$ cat src/waveform_noload_config_params.svh
/*
 Constants for the waveform and no-load configuration block: register
 addresses, field positions, reset values, divider and threshold figures.
 Assumes inclusion by bare name from the block's module and its bench.
*/
`ifndef WAVEFORM_NOLOAD_CONFIG_PARAMS_SVH
`define WAVEFORM_NOLOAD_CONFIG_PARAMS_SVH

`define WAVE_CFG_ADDR 8'h0D
`define NOLOAD_CFG_ADDR 8'h0E
`define STATUS_ADDR 8'h10
`define CFG_RESET 8'h00
`define RD_IDLE 8'h00

`define SRC2_MSB 7
`define SRC2_LSB 5
`define SRC1_MSB 4
`define SRC1_LSB 2
`define RATE_MSB 1
`define RATE_LSB 0

`define COMP_DIS_BIT 7
`define IRMS_NL_BIT 6
`define VA_NL_MSB 5
`define VA_NL_LSB 4
`define VAR_NL_MSB 3
`define VAR_NL_LSB 2
`define AP_NL_MSB 1
`define AP_NL_LSB 0

`define ST_DUE_BIT 0
`define ST_VALID_BIT 1
`define ST_NL_LSB 2
`define ST_NL_MSB 5

`define PRESCALE_LAST 3'h4
`define PRESCALE_DIV 12'h005
`define RATE_LAST_32 8'h1F
`define RATE_LAST_64 8'h3F
`define RATE_LAST_128 8'h7F
`define RATE_LAST_256 8'hFF

`define NL_OFF 2'h0
`define NL_LVL1 2'h1
`define NL_LVL2 2'h2
`define THR_0300 24'h0013A9
`define THR_0150 24'h0009D5
`define THR_0075 24'h0004EA
`define THR_0037 24'h00026D

`endif

$ cat src/waveform_noload_pkg.sv
/*
 Types shared by the waveform and no-load configuration block.
 Assumes nothing beyond a SystemVerilog compiler.
*/
package waveform_noload_pkg;
	typedef logic [23:0] sample_t;
	typedef logic [47:0] pair_t;
	typedef enum logic [2:0] {
		SRC_CURRENT,
		SRC_VOLTAGE,
		SRC_ACTIVE,
		SRC_REACTIVE,
		SRC_APPARENT,
		SRC_IRMS
	} wave_src_e;
endpackage : waveform_noload_pkg

$ cat src/wave_buf_if.sv
/*
 Valid/ready carrier between the sampler and its two-entry buffer.
 Assumes both ends run on one clock.
*/
`timescale 1ns/1ps
interface wave_buf_if;
	logic inValid;
	logic inReady;
	waveform_noload_pkg::pair_t inData;
	logic outValid;
	logic outReady;
	waveform_noload_pkg::pair_t outData;
	modport buffer (input inValid, inData, outReady,
		output inReady, outValid, outData);
	modport user (output inValid, inData, outReady,
		input inReady, outValid, outData);
endinterface : wave_buf_if

$ cat src/wave_skid_buffer.sv
/*
 Two-entry skid buffer for waveform sample pairs; output side registered.
 Assumes a synchronous active-high reset and one clock.
*/
`timescale 1ns/1ps
module wave_skid_buffer (
	input wire logic core_clk,
	input wire logic srst,
	wave_buf_if.buffer bus
);
	logic outValid_q;
	logic skidValid_q;
	waveform_noload_pkg::pair_t outData_q;
	waveform_noload_pkg::pair_t skidData_q;

	// ready depends only on a flop, so no path from outReady to inReady
	assign bus.inReady = !skidValid_q;
	assign bus.outValid = outValid_q;
	assign bus.outData = outData_q;

	always_ff @(posedge core_clk) begin
		if (srst) begin
			outValid_q <= 1'b0;
			skidValid_q <= 1'b0;
			outData_q <= '0;
			skidData_q <= '0;
		end else if (bus.outReady || !outValid_q) begin
			if (skidValid_q) begin
				outValid_q <= 1'b1;
				outData_q <= skidData_q;
				skidValid_q <= 1'b0;
			end else begin
				outValid_q <= bus.inValid;
				outData_q <= bus.inData;
			end
		end else if (bus.inValid && !skidValid_q) begin
			skidValid_q <= 1'b1;
			skidData_q <= bus.inData;
		end
	end

	a_buf_hold_stall: assert property (@(posedge core_clk) disable iff (srst)
		outValid_q && !bus.outReady |=> outValid_q && $stable(outData_q))
		else $error("buffer output changed while stalled");
endmodule : wave_skid_buffer

$ cat src/waveform_noload_config.sv
/*
 Waveform source/rate and no-load configuration registers with the
 sampler and no-load detectors they steer.
 Assumes a simple strobe register port with read data one cycle later,
 synchronous measurement inputs, and magnitudes as unsigned 24-bit values.
*/
// The implementer's own choice: strobed register access.
`timescale 1ns/1ps
`include "waveform_noload_config_params.svh"
module waveform_noload_config (
	input wire logic core_clk,
	input wire logic srst,
	input wire logic [7:0] regAddr,
	input wire logic [7:0] regWrData,
	input wire logic regWr,
	input wire logic regRd,
	output logic [7:0] regRdData,
	input wire logic waveEnable,
	input wire waveform_noload_pkg::sample_t currentSample,
	input wire waveform_noload_pkg::sample_t voltageSample,
	input wire waveform_noload_pkg::sample_t activeMult,
	input wire waveform_noload_pkg::sample_t reactiveMult,
	input wire waveform_noload_pkg::sample_t apparentMult,
	input wire logic [31:0] irmsLpf,
	input wire waveform_noload_pkg::sample_t activeMag,
	input wire waveform_noload_pkg::sample_t reactiveMag,
	input wire waveform_noload_pkg::sample_t apparentMag,
	input wire waveform_noload_pkg::sample_t irmsMag,
	input wire logic waveReady,
	output logic waveValid,
	output waveform_noload_pkg::sample_t waveOneData,
	output waveform_noload_pkg::sample_t waveTwoData,
	output logic reactiveCompEnable,
	output logic activeNoLoad,
	output logic reactiveNoLoad,
	output logic apparentNoLoad,
	output logic current_rms_noload_enable
);
	logic [7:0] waveCfg_q;
	logic [7:0] noLoadCfg_q;
	logic [7:0] regRdData_q;
	logic [2:0] preCnt_q;
	logic [7:0] tickCnt_q;
	logic sampleDue_q;
	waveform_noload_pkg::sample_t capOne_q;
	waveform_noload_pkg::sample_t capTwo_q;
	logic compEnable_q;
	logic [3:0] noLoad_q;
	logic tick;
	logic [7:0] rateLast;
	logic rateHit;
	logic accept;
	logic wrWave;
	logic wrNoLoad;
	wave_buf_if bufIf ();

	assign wrWave = regWr && (regAddr == `WAVE_CFG_ADDR);
	assign wrNoLoad = regWr && (regAddr == `NOLOAD_CFG_ADDR);

	always_ff @(posedge core_clk) begin
		if (srst) begin
			waveCfg_q <= `CFG_RESET;
		end else if (wrWave) begin
			waveCfg_q <= regWrData;
		end
	end

	always_ff @(posedge core_clk) begin
		if (srst) begin
			noLoadCfg_q <= `CFG_RESET;
		end else if (wrNoLoad) begin
			noLoadCfg_q <= regWrData;
		end
	end

	// unmapped reads answer zero; data stands one cycle only
	always_ff @(posedge core_clk) begin
		if (srst || !regRd) begin
			regRdData_q <= `RD_IDLE;
		end else begin
			case (regAddr)
				`WAVE_CFG_ADDR: regRdData_q <= waveCfg_q;
				`NOLOAD_CFG_ADDR: regRdData_q <= noLoadCfg_q;
				`STATUS_ADDR: begin
					regRdData_q <= `RD_IDLE;
					regRdData_q[`ST_DUE_BIT] <= sampleDue_q;
					regRdData_q[`ST_VALID_BIT] <= bufIf.outValid;
					regRdData_q[`ST_NL_MSB:`ST_NL_LSB] <= noLoad_q;
				end
				default: regRdData_q <= `RD_IDLE;
			endcase
		end
	end

	assign tick = (preCnt_q == `PRESCALE_LAST);
	always_ff @(posedge core_clk) begin
		if (srst || tick) begin
			preCnt_q <= 3'h0;
		end else begin
			preCnt_q <= preCnt_q + 3'h1;
		end
	end

	always_comb begin
		case (waveCfg_q[`RATE_MSB:`RATE_LSB])
			2'h0: rateLast = `RATE_LAST_32;
			2'h1: rateLast = `RATE_LAST_64;
			2'h2: rateLast = `RATE_LAST_128;
			default: rateLast = `RATE_LAST_256;
		endcase
	end

	assign rateHit = waveEnable && tick && (tickCnt_q >= rateLast);
	// >= so that lowering the rate mid-count cannot run past the end
	always_ff @(posedge core_clk) begin
		if (srst || !waveEnable) begin
			tickCnt_q <= 8'h00;
		end else if (tick) begin
			tickCnt_q <= (tickCnt_q >= rateLast) ? 8'h00 : tickCnt_q + 8'h01;
		end
	end

	function automatic waveform_noload_pkg::sample_t pickTwo(
		input logic [2:0] code
	);
		case (code)
			waveform_noload_pkg::SRC_CURRENT: pickTwo = currentSample;
			waveform_noload_pkg::SRC_VOLTAGE: pickTwo = voltageSample;
			waveform_noload_pkg::SRC_ACTIVE: pickTwo = activeMult;
			waveform_noload_pkg::SRC_REACTIVE: pickTwo = reactiveMult;
			waveform_noload_pkg::SRC_APPARENT: pickTwo = apparentMult;
			waveform_noload_pkg::SRC_IRMS: pickTwo = irmsLpf[31:8];
			default: pickTwo = '0;
		endcase
	endfunction : pickTwo

	// wave one mux, low rms bits
	function automatic waveform_noload_pkg::sample_t pickOne(
		input logic [2:0] code
	);
		case (code)
			waveform_noload_pkg::SRC_CURRENT: pickOne = currentSample;
			waveform_noload_pkg::SRC_VOLTAGE: pickOne = voltageSample;
			waveform_noload_pkg::SRC_ACTIVE: pickOne = activeMult;
			waveform_noload_pkg::SRC_REACTIVE: pickOne = reactiveMult;
			waveform_noload_pkg::SRC_APPARENT: pickOne = apparentMult;
			waveform_noload_pkg::SRC_IRMS: pickOne = irmsLpf[23:0];
			default: pickOne = '0;
		endcase
	endfunction : pickOne

	// a stalled pair is overwritten by the newer one: freshest data wins
	always_ff @(posedge core_clk) begin
		if (srst) begin
			capOne_q <= '0;
			capTwo_q <= '0;
		end else if (rateHit) begin
			capOne_q <= pickOne(waveCfg_q[`SRC1_MSB:`SRC1_LSB]);
			capTwo_q <= pickTwo(waveCfg_q[`SRC2_MSB:`SRC2_LSB]);
		end
	end

	assign accept = sampleDue_q && bufIf.inReady;
	// new sample wins over hand-off in the same cycle
	always_ff @(posedge core_clk) begin
		if (srst) begin
			sampleDue_q <= 1'b0;
		end else if (rateHit) begin
			sampleDue_q <= 1'b1;
		end else if (accept) begin
			sampleDue_q <= 1'b0;
		end
	end

	assign bufIf.inValid = sampleDue_q;
	assign bufIf.inData = {capOne_q, capTwo_q};
	assign bufIf.outReady = waveReady;

	wave_skid_buffer buffer (
		.core_clk(core_clk),
		.srst(srst),
		.bus(bufIf.buffer)
	);

	always_ff @(posedge core_clk) begin
		if (srst) begin
			compEnable_q <= 1'b1;
		end else begin
			compEnable_q <= !noLoadCfg_q[`COMP_DIS_BIT];
		end
	end

	// 0 active, 1 reactive, 2 apparent, 3 rms current
	waveform_noload_pkg::sample_t nlMag [4];
	logic [1:0] nlCode [4];
	assign nlMag[0] = activeMag;
	assign nlMag[1] = reactiveMag;
	assign nlMag[2] = apparentMag;
	assign nlMag[3] = irmsMag;
	assign nlCode[0] = noLoadCfg_q[`AP_NL_MSB:`AP_NL_LSB];
	assign nlCode[1] = noLoadCfg_q[`VAR_NL_MSB:`VAR_NL_LSB];
	assign nlCode[2] = noLoadCfg_q[`VA_NL_MSB:`VA_NL_LSB];
	assign nlCode[3] = noLoadCfg_q[`IRMS_NL_BIT] ?
		noLoadCfg_q[`VA_NL_MSB:`VA_NL_LSB] : `NL_OFF;

	genvar gi;
	generate
		for (gi = 0; gi < 4; gi++) begin : g_noload
			waveform_noload_pkg::sample_t thr;
			always_comb begin
				if (gi >= 2) begin
					case (nlCode[gi])
						`NL_LVL1: thr = `THR_0300;
						`NL_LVL2: thr = `THR_0150;
						default: thr = `THR_0075;
					endcase
				end else begin
					case (nlCode[gi])
						`NL_LVL1: thr = `THR_0150;
						`NL_LVL2: thr = `THR_0075;
						default: thr = `THR_0037;
					endcase
				end
			end
			always_ff @(posedge core_clk) begin
				if (srst) begin
					noLoad_q[gi] <= 1'b0;
				end else begin
					noLoad_q[gi] <= (nlCode[gi] != `NL_OFF) &&
						(nlMag[gi] < thr);
				end
			end
		end
	endgenerate

	assign regRdData = regRdData_q;
	assign waveValid = bufIf.outValid;
	assign waveOneData = bufIf.outData[47:24];
	assign waveTwoData = bufIf.outData[23:0];
	assign reactiveCompEnable = compEnable_q;
	assign activeNoLoad = noLoad_q[0];
	assign reactiveNoLoad = noLoad_q[1];
	assign apparentNoLoad = noLoad_q[2];
	assign current_rms_noload_enable = noLoad_q[3];

	// helper: cycles between pacing hits at an unchanged rate
	logic [11:0] gapCnt_q;
	logic hitSeen_q;
	logic rateSame_q;
	always_ff @(posedge core_clk) begin
		if (srst) begin
			gapCnt_q <= 12'h000;
			hitSeen_q <= 1'b0;
			rateSame_q <= 1'b0;
		end else begin
			gapCnt_q <= rateHit ? 12'h000 :
				(gapCnt_q == 12'hFFF ? gapCnt_q : gapCnt_q + 12'h001);
			hitSeen_q <= waveEnable && (hitSeen_q || rateHit);
			rateSame_q <= !wrWave && (rateSame_q || rateHit);
		end
	end

	a_wave_two_voltage:
	assert property (@(posedge core_clk) disable iff (srst)
		rateHit && waveCfg_q[`SRC2_MSB:`SRC2_LSB] == 3'h1
		|=> capTwo_q == $past(voltageSample))
		else $error("wave two did not take voltage");

	a_wave_one_irms:
	assert property (@(posedge core_clk) disable iff (srst)
		rateHit && waveCfg_q[`SRC1_MSB:`SRC1_LSB] == 3'h5
		|=> ##1 bufIf.inData[47:24] == $past(irmsLpf[23:0], 2))
		else $error("wave one did not take low rms bits");

	a_rate_period:
	assert property (@(posedge core_clk) disable iff (srst)
		rateHit && hitSeen_q && rateSame_q |->
		gapCnt_q == 12'(({4'h0, rateLast} + 12'h001) * `PRESCALE_DIV
		- 12'h001))
		else $error("sample pacing period wrong");

	a_comp_follows:
	assert property (@(posedge core_clk) disable iff (srst)
		wrNoLoad |=> ##1 reactiveCompEnable ==
		!$past(regWrData[`COMP_DIS_BIT], 2))
		else $error("compensation switch not following bit 7");

	a_irms_gate:
	assert property (@(posedge core_clk) disable iff (srst)
		!noLoadCfg_q[`IRMS_NL_BIT] |=> !current_rms_noload_enable)
		else $error("rms no-load flagged while disabled");

	a_apparent_lvl1:
	assert property (@(posedge core_clk) disable iff (srst)
		noLoadCfg_q[`VA_NL_MSB:`VA_NL_LSB] == 2'h1 &&
		apparentMag == 24'h0013A8 |=> apparentNoLoad)
		else $error("apparent no-load missed at 0.030 percent");

	a_reactive_lvl3:
	assert property (@(posedge core_clk) disable iff (srst)
		noLoadCfg_q[`VAR_NL_MSB:`VAR_NL_LSB] == 2'h3 &&
		reactiveMag == 24'h00026D |=> !reactiveNoLoad)
		else $error("reactive no-load threshold too high");

	a_active_off:
	assert property (@(posedge core_clk) disable iff (srst)
		noLoadCfg_q[`AP_NL_MSB:`AP_NL_LSB] == 2'h0 |=> !activeNoLoad)
		else $error("active no-load flagged while disabled");

	a_enable_gate:
	assert property (@(posedge core_clk) disable iff (srst)
		!waveEnable && !sampleDue_q |=> !sampleDue_q)
		else $error("sample produced while sampling disabled");

	a_active_suppress:
	assert property (@(posedge core_clk) disable iff (srst)
		noLoadCfg_q[`AP_NL_MSB:`AP_NL_LSB] == 2'h2 &&
		activeMag == 24'h000000 |=> activeNoLoad)
		else $error("zero active power not suppressed");

	a_read_latency:
	assert property (@(posedge core_clk) disable iff (srst)
		regRd && regAddr == `WAVE_CFG_ADDR && !regWr
		|=> regRdData == $past(waveCfg_q))
		else $error("read data not the register value");
endmodule : waveform_noload_config

$ cat config.mk
export PLATFORM = sky130hd
export DESIGN_NAME = waveform_noload_config
export DESIGN_NICKNAME = d
export VERILOG_FILES = /design/src/waveform_noload_pkg.sv /design/src/wave_buf_if.sv /design/src/wave_skid_buffer.sv /design/src/waveform_noload_config.sv
export VERILOG_INCLUDE_DIRS = /design/src /design/src/src
export SDC_FILE = /design/constraint.sdc
export NUM_CORES = 1
export LEC_CHECK = 0
export BUFFER_PORTS_ARGS = -buffer_cell sky130_fd_sc_hd__buf_2
export CAP_MARGIN = 20
export CORE_UTILIZATION = 36
export DETAILED_ROUTE_END_ITERATION = 8
export PLACE_DENSITY_LB_ADDON = 0.12
export SLEW_MARGIN = 20
export SYNTH_ARGS = -nofsm -noshare
export SYNTH_HDL_FRONTEND = slang
export SYNTH_HIERARCHICAL = 1
export SYNTH_SLANG_ARGS = --single-unit
$ cat constraint.sdc
create_clock -name core_clk -period 2.5 [get_ports core_clk]
set_input_delay 0.75 -clock core_clk [delete_from_list [all_inputs] [get_ports core_clk]]
set_output_delay 0.75 -clock core_clk [all_outputs]
set_load 0.01 [all_outputs]
==> flow_summary.json, run 1 <==
{
  "p_sw_share_pct": 26.3,
  "synth_seq_cells": 187,
  "grt_use_total_pct": 25.4,
  "grt_max_degree": 56,
  "fin_cells": 1949,
  "syn_area_um2": 11700,
  "outcome": "complete, no violations",
  "seq_power_share_pct": 47.0,
  "htreeDepth": 4,
  "power.density_nw_per_um2": 441,
  "synth-edff-count": 0,
  "worstPathArrival_ps": 2610,
  "end_kind": "flip-flop",
  "setup_viol_count_final": 0,
  "combPwrFrac_pct": 10.4,
  "grt_pass1_wl_um": 64000,
  "synth.distinct_cells": 69,
  "slew_viol_final": 0,
  "die_area_um2": 33200,
  "die_h_um": 182,
  "min_from": "noLoadCfg_q[7]",
  "async_flop_share_pct": 0,
  "maxCapViolations": 0,
  "cts.sinks": 187,
  "core_region_area_um2": 31700,
  "cts-hold-fix-buffers": 0,
  "syn_nets": 1573,
  "via_per_inst": 5.53,
  "final.min_clock_period_ps": 2280,
  "p_leak_nw": 5.56,
  "required_ps": 2830,
  "yosysSeqAreaShare_pct": 32.0,
  "r2r-start": "waveCfg_q[1]",
  "hp-class": "reg -> reg",
  "synth_warnings": 6,
  "setup_tns_ps": 0,
  "cts.clk_slew.worst_paths_ps": 80,
  "path_class": "reg -> reg",
  "first_pass_iters": 5,
  "period_share_pct": 91.0,
  "dp.cells": 1909,
  "drt-total-wl_um": 42500,
  "grt_setup_unrepaired": "false",
  "vias": 10800,
  "power.switching_mw": 1.67,
  "dp_slack_ps": 230,
  "die_width_um": 182,
  "cp-start-kind": "flip-flop",
  "hold_violations": 0,
  "fin_util_pct": 45.4,
  "grt_pass1_vias": 10600,
  "initial_core_util_pct": 36.8,
  "crit_start": "waveCfg_q[1]",
  "final_layout_size_suffix_gt1_share_pct": 30.7,
  "tightestPinTransition_ps": 959,
  "holdWs_ps": 431,
  "post_cts_resized": 0,
  "worst_slack_ps": 225,
  "io_buffers": 331,
  "clockRootBuffer": "clkbuf_16",
  "skew_ps": 18.5,
  "total_power_mw": 6.35,
  "cts_buffer_depth": 2,
  "rows": 65,
  "syn_to_final_growth_pct": 23.4,
  "max_freq_ghz": 0.439,
  "cts_tree": "built",
  "initialDrtViolationCount": 729,
  "postSynthAreaPerCell_um2": 9.38,
  "synth_ff_type": "dfxtp_1",
  "final_nets": 1854,
  "clock_latency_ps": 440,
  "design_area_um2": 14400,
  "hpwl_um": 32500,
  "internal-power_mw": 4.68,
  "drc": 0,
  "ir_drop_mv": 0.490,
  "postSynthCellCount": 1245,
  "antenna_found_initial": 10,
  "detail_route.wl_per_cell_um": 21.8,
  "place_area_um2": 13800,
  "post_cts_buffers": 0,
  "finalWeightedCongestion": 0.925,
  "pin_count": 332,
  "grt.overflow.total": 0,
  "slew_headroom_pct": 35.8,
  "cts_buffers": 17,
  "critPathMaxFanout": 17,
  "clkPwrFrac_pct": 42.7,
  "ant_nets": 0
}
## critical path, stage by stage, from the launching register on
cell,delay [ps]
dfxtp_1,410
inv_1,70
ha_1,320
and3_4,180
a221o_2,410
a21oi_4,210
buf_12,200
mux2_2,340
## synthesized netlist by cell type, drive strengths merged (12+ instances only)
cell type	instances	area, um2
o221ai	15	131
nor4	12	75.1
a22oi	38	285
nand2	50	188
ha	58	726
clkbuf	52	195
a21oi	65	337
nor3b	52	407
inv	30	113
nand4	16	100
dfxtp	187	3740
mux2i	170	1700
nand3	26	130
o22a	15	131
nor2	21	78.8
a22o	13	123
buf	56	333
mux2	33	372
a211oi	62	478
nand2b	119	744
o21bai	13	97.6
nor2b	25	156
## cell type report
cell class                      instances  area, um2
Fill cell                            3183      17300
Multi-Input combinational cell        919       7320
Sequential cell                       187       3750
Timing Repair Buffer                  370       2120
Tap cell                              402        503
Clock buffer                           19        453
Clock inverter                         13        128
Inverter                               31        116
Antenna cell                            8       20.0
## power by group through the flow
stage | registers, mW | logic, mW | clock network, mW
global placement | 3.05 | 0.653 | 0
CTS | 2.98 | 0.654 | 2.75
detailed placement | 3.05 | 0.652 | 0
global route | 2.98 | 0.712 | 2.90
finish | 2.98 | 0.658 | 2.71
floorplan | 3.05 | 0.279 | 0
## worst paths after layout
path,depth (start not counted),end,slack (ps)
min reg2reg,1,reactiveCompEnable,430
min,1,reactiveCompEnable,430
max,7,capTwo_q[21],220
max reg2reg,7,capTwo_q[21],220
## registers in the layout, summed over array words and instances, names as in the netlist
register                   cells
bufIf.inValid                  1
current_rms_noload_enable      1
waveCfg_q                      8
reactiveNoLoad                 1
buffer/bus.outValid            1
capTwo_q                      24
buffer/skidValid_q             1
buffer/skidData_q             48
regRdData                      8
reactiveCompEnable             1
buffer/bus.outData            48
noLoadCfg_q                    8
tickCnt_q                      8
capOne_q                      24
activeNoLoad                   1
apparentNoLoad                 1
preCnt_q                       3
## cell usage in the layout, fill, tap and decap left out, drive strengths merged, types with 16 or more instances in the layout
| cell | instances |
|---|---|
| a22oi | 38 |
| nand3 | 26 |
| mux2i | 170 |
| dfxtp | 187 |
| nand2 | 50 |
| a21oi | 65 |
| nand2b | 119 |
| nand4 | 16 |
| mux2 | 33 |
| nor2 | 21 |
| a211oi | 62 |
| nor2b | 25 |
| buf | 370 |
| clkbuf | 19 |
| ha | 58 |
| inv | 36 |
| nor3b | 52 |
## layer usage
layer / wire length, um / vias to the layer above / global-route usage, %
li1: - / 5187 / -
met5: 12 / - / 0
met2: 20000 / 371 / 41.3
met4: 852 / 2 / 7.50
met3: 2330 / 48 / 5.05
met1: 19300 / 5175 / 33.9
## cells by family (layout without fill, tap and decap cells)
logic type                 count (synthesis)  count (layout)  synth area share, %
AOI/OAI and AO/OA                        280             280                 17.7
other                                      0               8                    0
DFF                                      187             187                 32.0
muxes                                    209             209                 18.9
xor gates and xnor gates                   7               7                0.525
and+or+nand+nor                          365             365                 19.1
buffers and inverters                    139             433                 5.52
adders and majority gates                 58              58                 6.21
Note: power is estimated with default switching activity, not from simulation.
==> inputs of run 2 (changes only) <==
BUFFER_PORTS_ARGS = default   (was -buffer_cell sky130_fd_sc_hd__buf_2)
DONT_BUFFER_PORTS = 1   (was default)
==> run 2 against run 1 <==
Hold slack got worse by 43 ps. Global-route usage fell by 1.3 points. Via count fell by 12%. Critical endpoint is now capTwo_q[12]. Largest power group unchanged. Highest routed layer is now met4.
==> flow_summary.json, run 2 (synthesis results as in run 1) <==
{
  "ir_drop_mv": 0.472,
  "htreeDepth": 4,
  "crit_slowest_cell": "a221o_2",
  "path_class": "reg -> reg",
  "die_width_um": 182,
  "final_layout_size_suffix_gt1_share_pct": 11.6,
  "hold_violations": 0,
  "grt_setup_unrepaired": "false",
  "cts_buffers": 17,
  "clkPwrFrac_pct": 46.1,
  "fillCellCount": 3214,
  "finalWeightedCongestion": 0.916,
  "detail_route.wl_per_cell_um": 25.0,
  "outcome": "complete, no violations",
  "io_buffers": 0,
  "p_sw_share_pct": 24.2,
  "skew_ps": 14.5,
  "total_power_mw": 6.06,
  "cp-start-kind": "flip-flop",
  "grt.overflow.total": 0,
  "tightestPinTransition_ps": 1020,
  "critPathTopFamily": "compound AO/OA/AOI/OAI gates",
  "cp_cell_sequence": "inv_1 > ha_1 > and3_4 > a221o_2 > a21oi_4 > buf_12 > mux2_2",
  "die_h_um": 182,
  "initial_core_util_pct": 36.8,
  "grt_pass1_vias": 9576,
  "core_region_area_um2": 31700,
  "rows": 65,
  "drt-total-wl_um": 40300,
  "post_cts_buffers": 0,
  "cts_tree": "built",
  "seq_power_share_pct": 49.2,
  "required_ps": 2830,
  "slew_viol_final": 0,
  "setup_tns_ps": 0,
  "critical_path_buf_inv_count": 2,
  "clockRootBuffer": "clkbuf_16",
  "worst_path_largest_cell_delay_ps": 410,
  "final_nets": 1522,
  "setup_viol_count_final": 0,
  "grt_pass1_wl_um": 60000,
  "end_kind": "flip-flop",
  "first_pass_iters": 5,
  "cts_buffer_depth": 2,
  "drc": 0,
  "internal-power_mw": 4.59,
  "syn_to_final_growth_pct": 8.27,
  "critPathMaxFanout": 16,
  "power.density_nw_per_um2": 479,
  "initialDrtViolationCount": 705,
  "ant_nets": 0,
  "via_per_inst": 5.88,
  "antenna_found_initial": 1,
  "hp-class": "in -> reg",
  "final.min_clock_period_ps": 2250,
  "max_freq_ghz": 0.444,
  "vias": 9466,
  "maxCapViolations": 0,
  "slew_headroom_pct": 32.3,
  "hpwl_um": 29900,
  "final_cell_mix": "180 x dfxtp_1, 170 x mux2i_1, 118 x nand2b_1, 64 x a21oi_1, 61 x a211oi_1",
  "cts.sinks": 187,
  "power.switching_mw": 1.47,
  "cts-hold-fix-buffers": 0,
  "pin_count": 332,
  "post_cts_resized": 0,
  "combPwrFrac_pct": 4.7,
  "period_share_pct": 90.0,
  "worstPathArrival_ps": 2580,
  "grt_use_total_pct": 24.1,
  "p_leak_nw": 4.13,
  "cts.clk_slew.worst_paths_ps": 80,
  "grt_max_degree": 237,
  "clock_latency_ps": 440,
  "layout_commonest_cell": "dfxtp_1",
  "die_area_um2": 33200
}
## run 2: cell types whose count changed in the layout (fill, tap and decap cells not counted), sizes merged
| cell | before | now |
|---|---|---|
| diode | 8 | 2 |
| buf | 370 | 38 |
| clkinvlp | 1 | 0 |
| clkinv | 7 | 5 |
| bufinv | 0 | 1 |
| inv | 36 | 38 |
## run 2: routing by layer
metal,track usage [%],share of wire [%],up-vias
li1,-,-,4513
met1,30.7,44,4580
met2,38.1,45,316
met3,7.82,7.7,57
met4,8.47,2.9,0
met5,0,0,-
## run 2: metrics by stage
step           hold WS (ps)  instance area, um2  worst slack (ps)  utilization (%)  cells
4_1_cts                 372               12600               248             39.9   1609
3_3_place_gp            405               12100               258             38.0   1577
2_1_floorplan           384               11700               385                -   1245
6_report                387               12600               249             39.9   1611
3_5_place_dp            408               12100               273             38.0   1577
5_1_grt                 358               12600               164             39.9   1611
## run 2: power groups by stage
stage	Clock [mW]	Combinational (mW)	Sequential (mW)
global route	2.97	0.316	2.98
global placement	0	0.281	3.05
detailed placement	0	0.285	3.05
CTS	2.84	0.286	2.98
floorplan	0	0.279	3.05
finish	2.79	0.285	2.98
## run 2: layout make-up
class	count	area (um2)	share of cell area, %
flip-flops and latches	187	3750	29.7
multi-input cells	919	7320	57.9
clock inverters	13	148	1.17
repair buffers	38	360	2.85
inverters	31	116	0.920
clock buffers	19	443	3.50
well taps	402	503	3.98
diodes	2	5.00	0.0396
## run 2: worst paths after layout
kind | from | end | slack (ps) | cells past startpoint
hold / removal | srst | buffer/bus.outData[8] | 390 | 1
hold reg to reg | noLoadCfg_q[7] | reactiveCompEnable | 420 | 1
setup / recovery | waveCfg_q[1] | capTwo_q[12] | 250 | 7
setup reg to reg | waveCfg_q[1] | capTwo_q[12] | 250 | 7
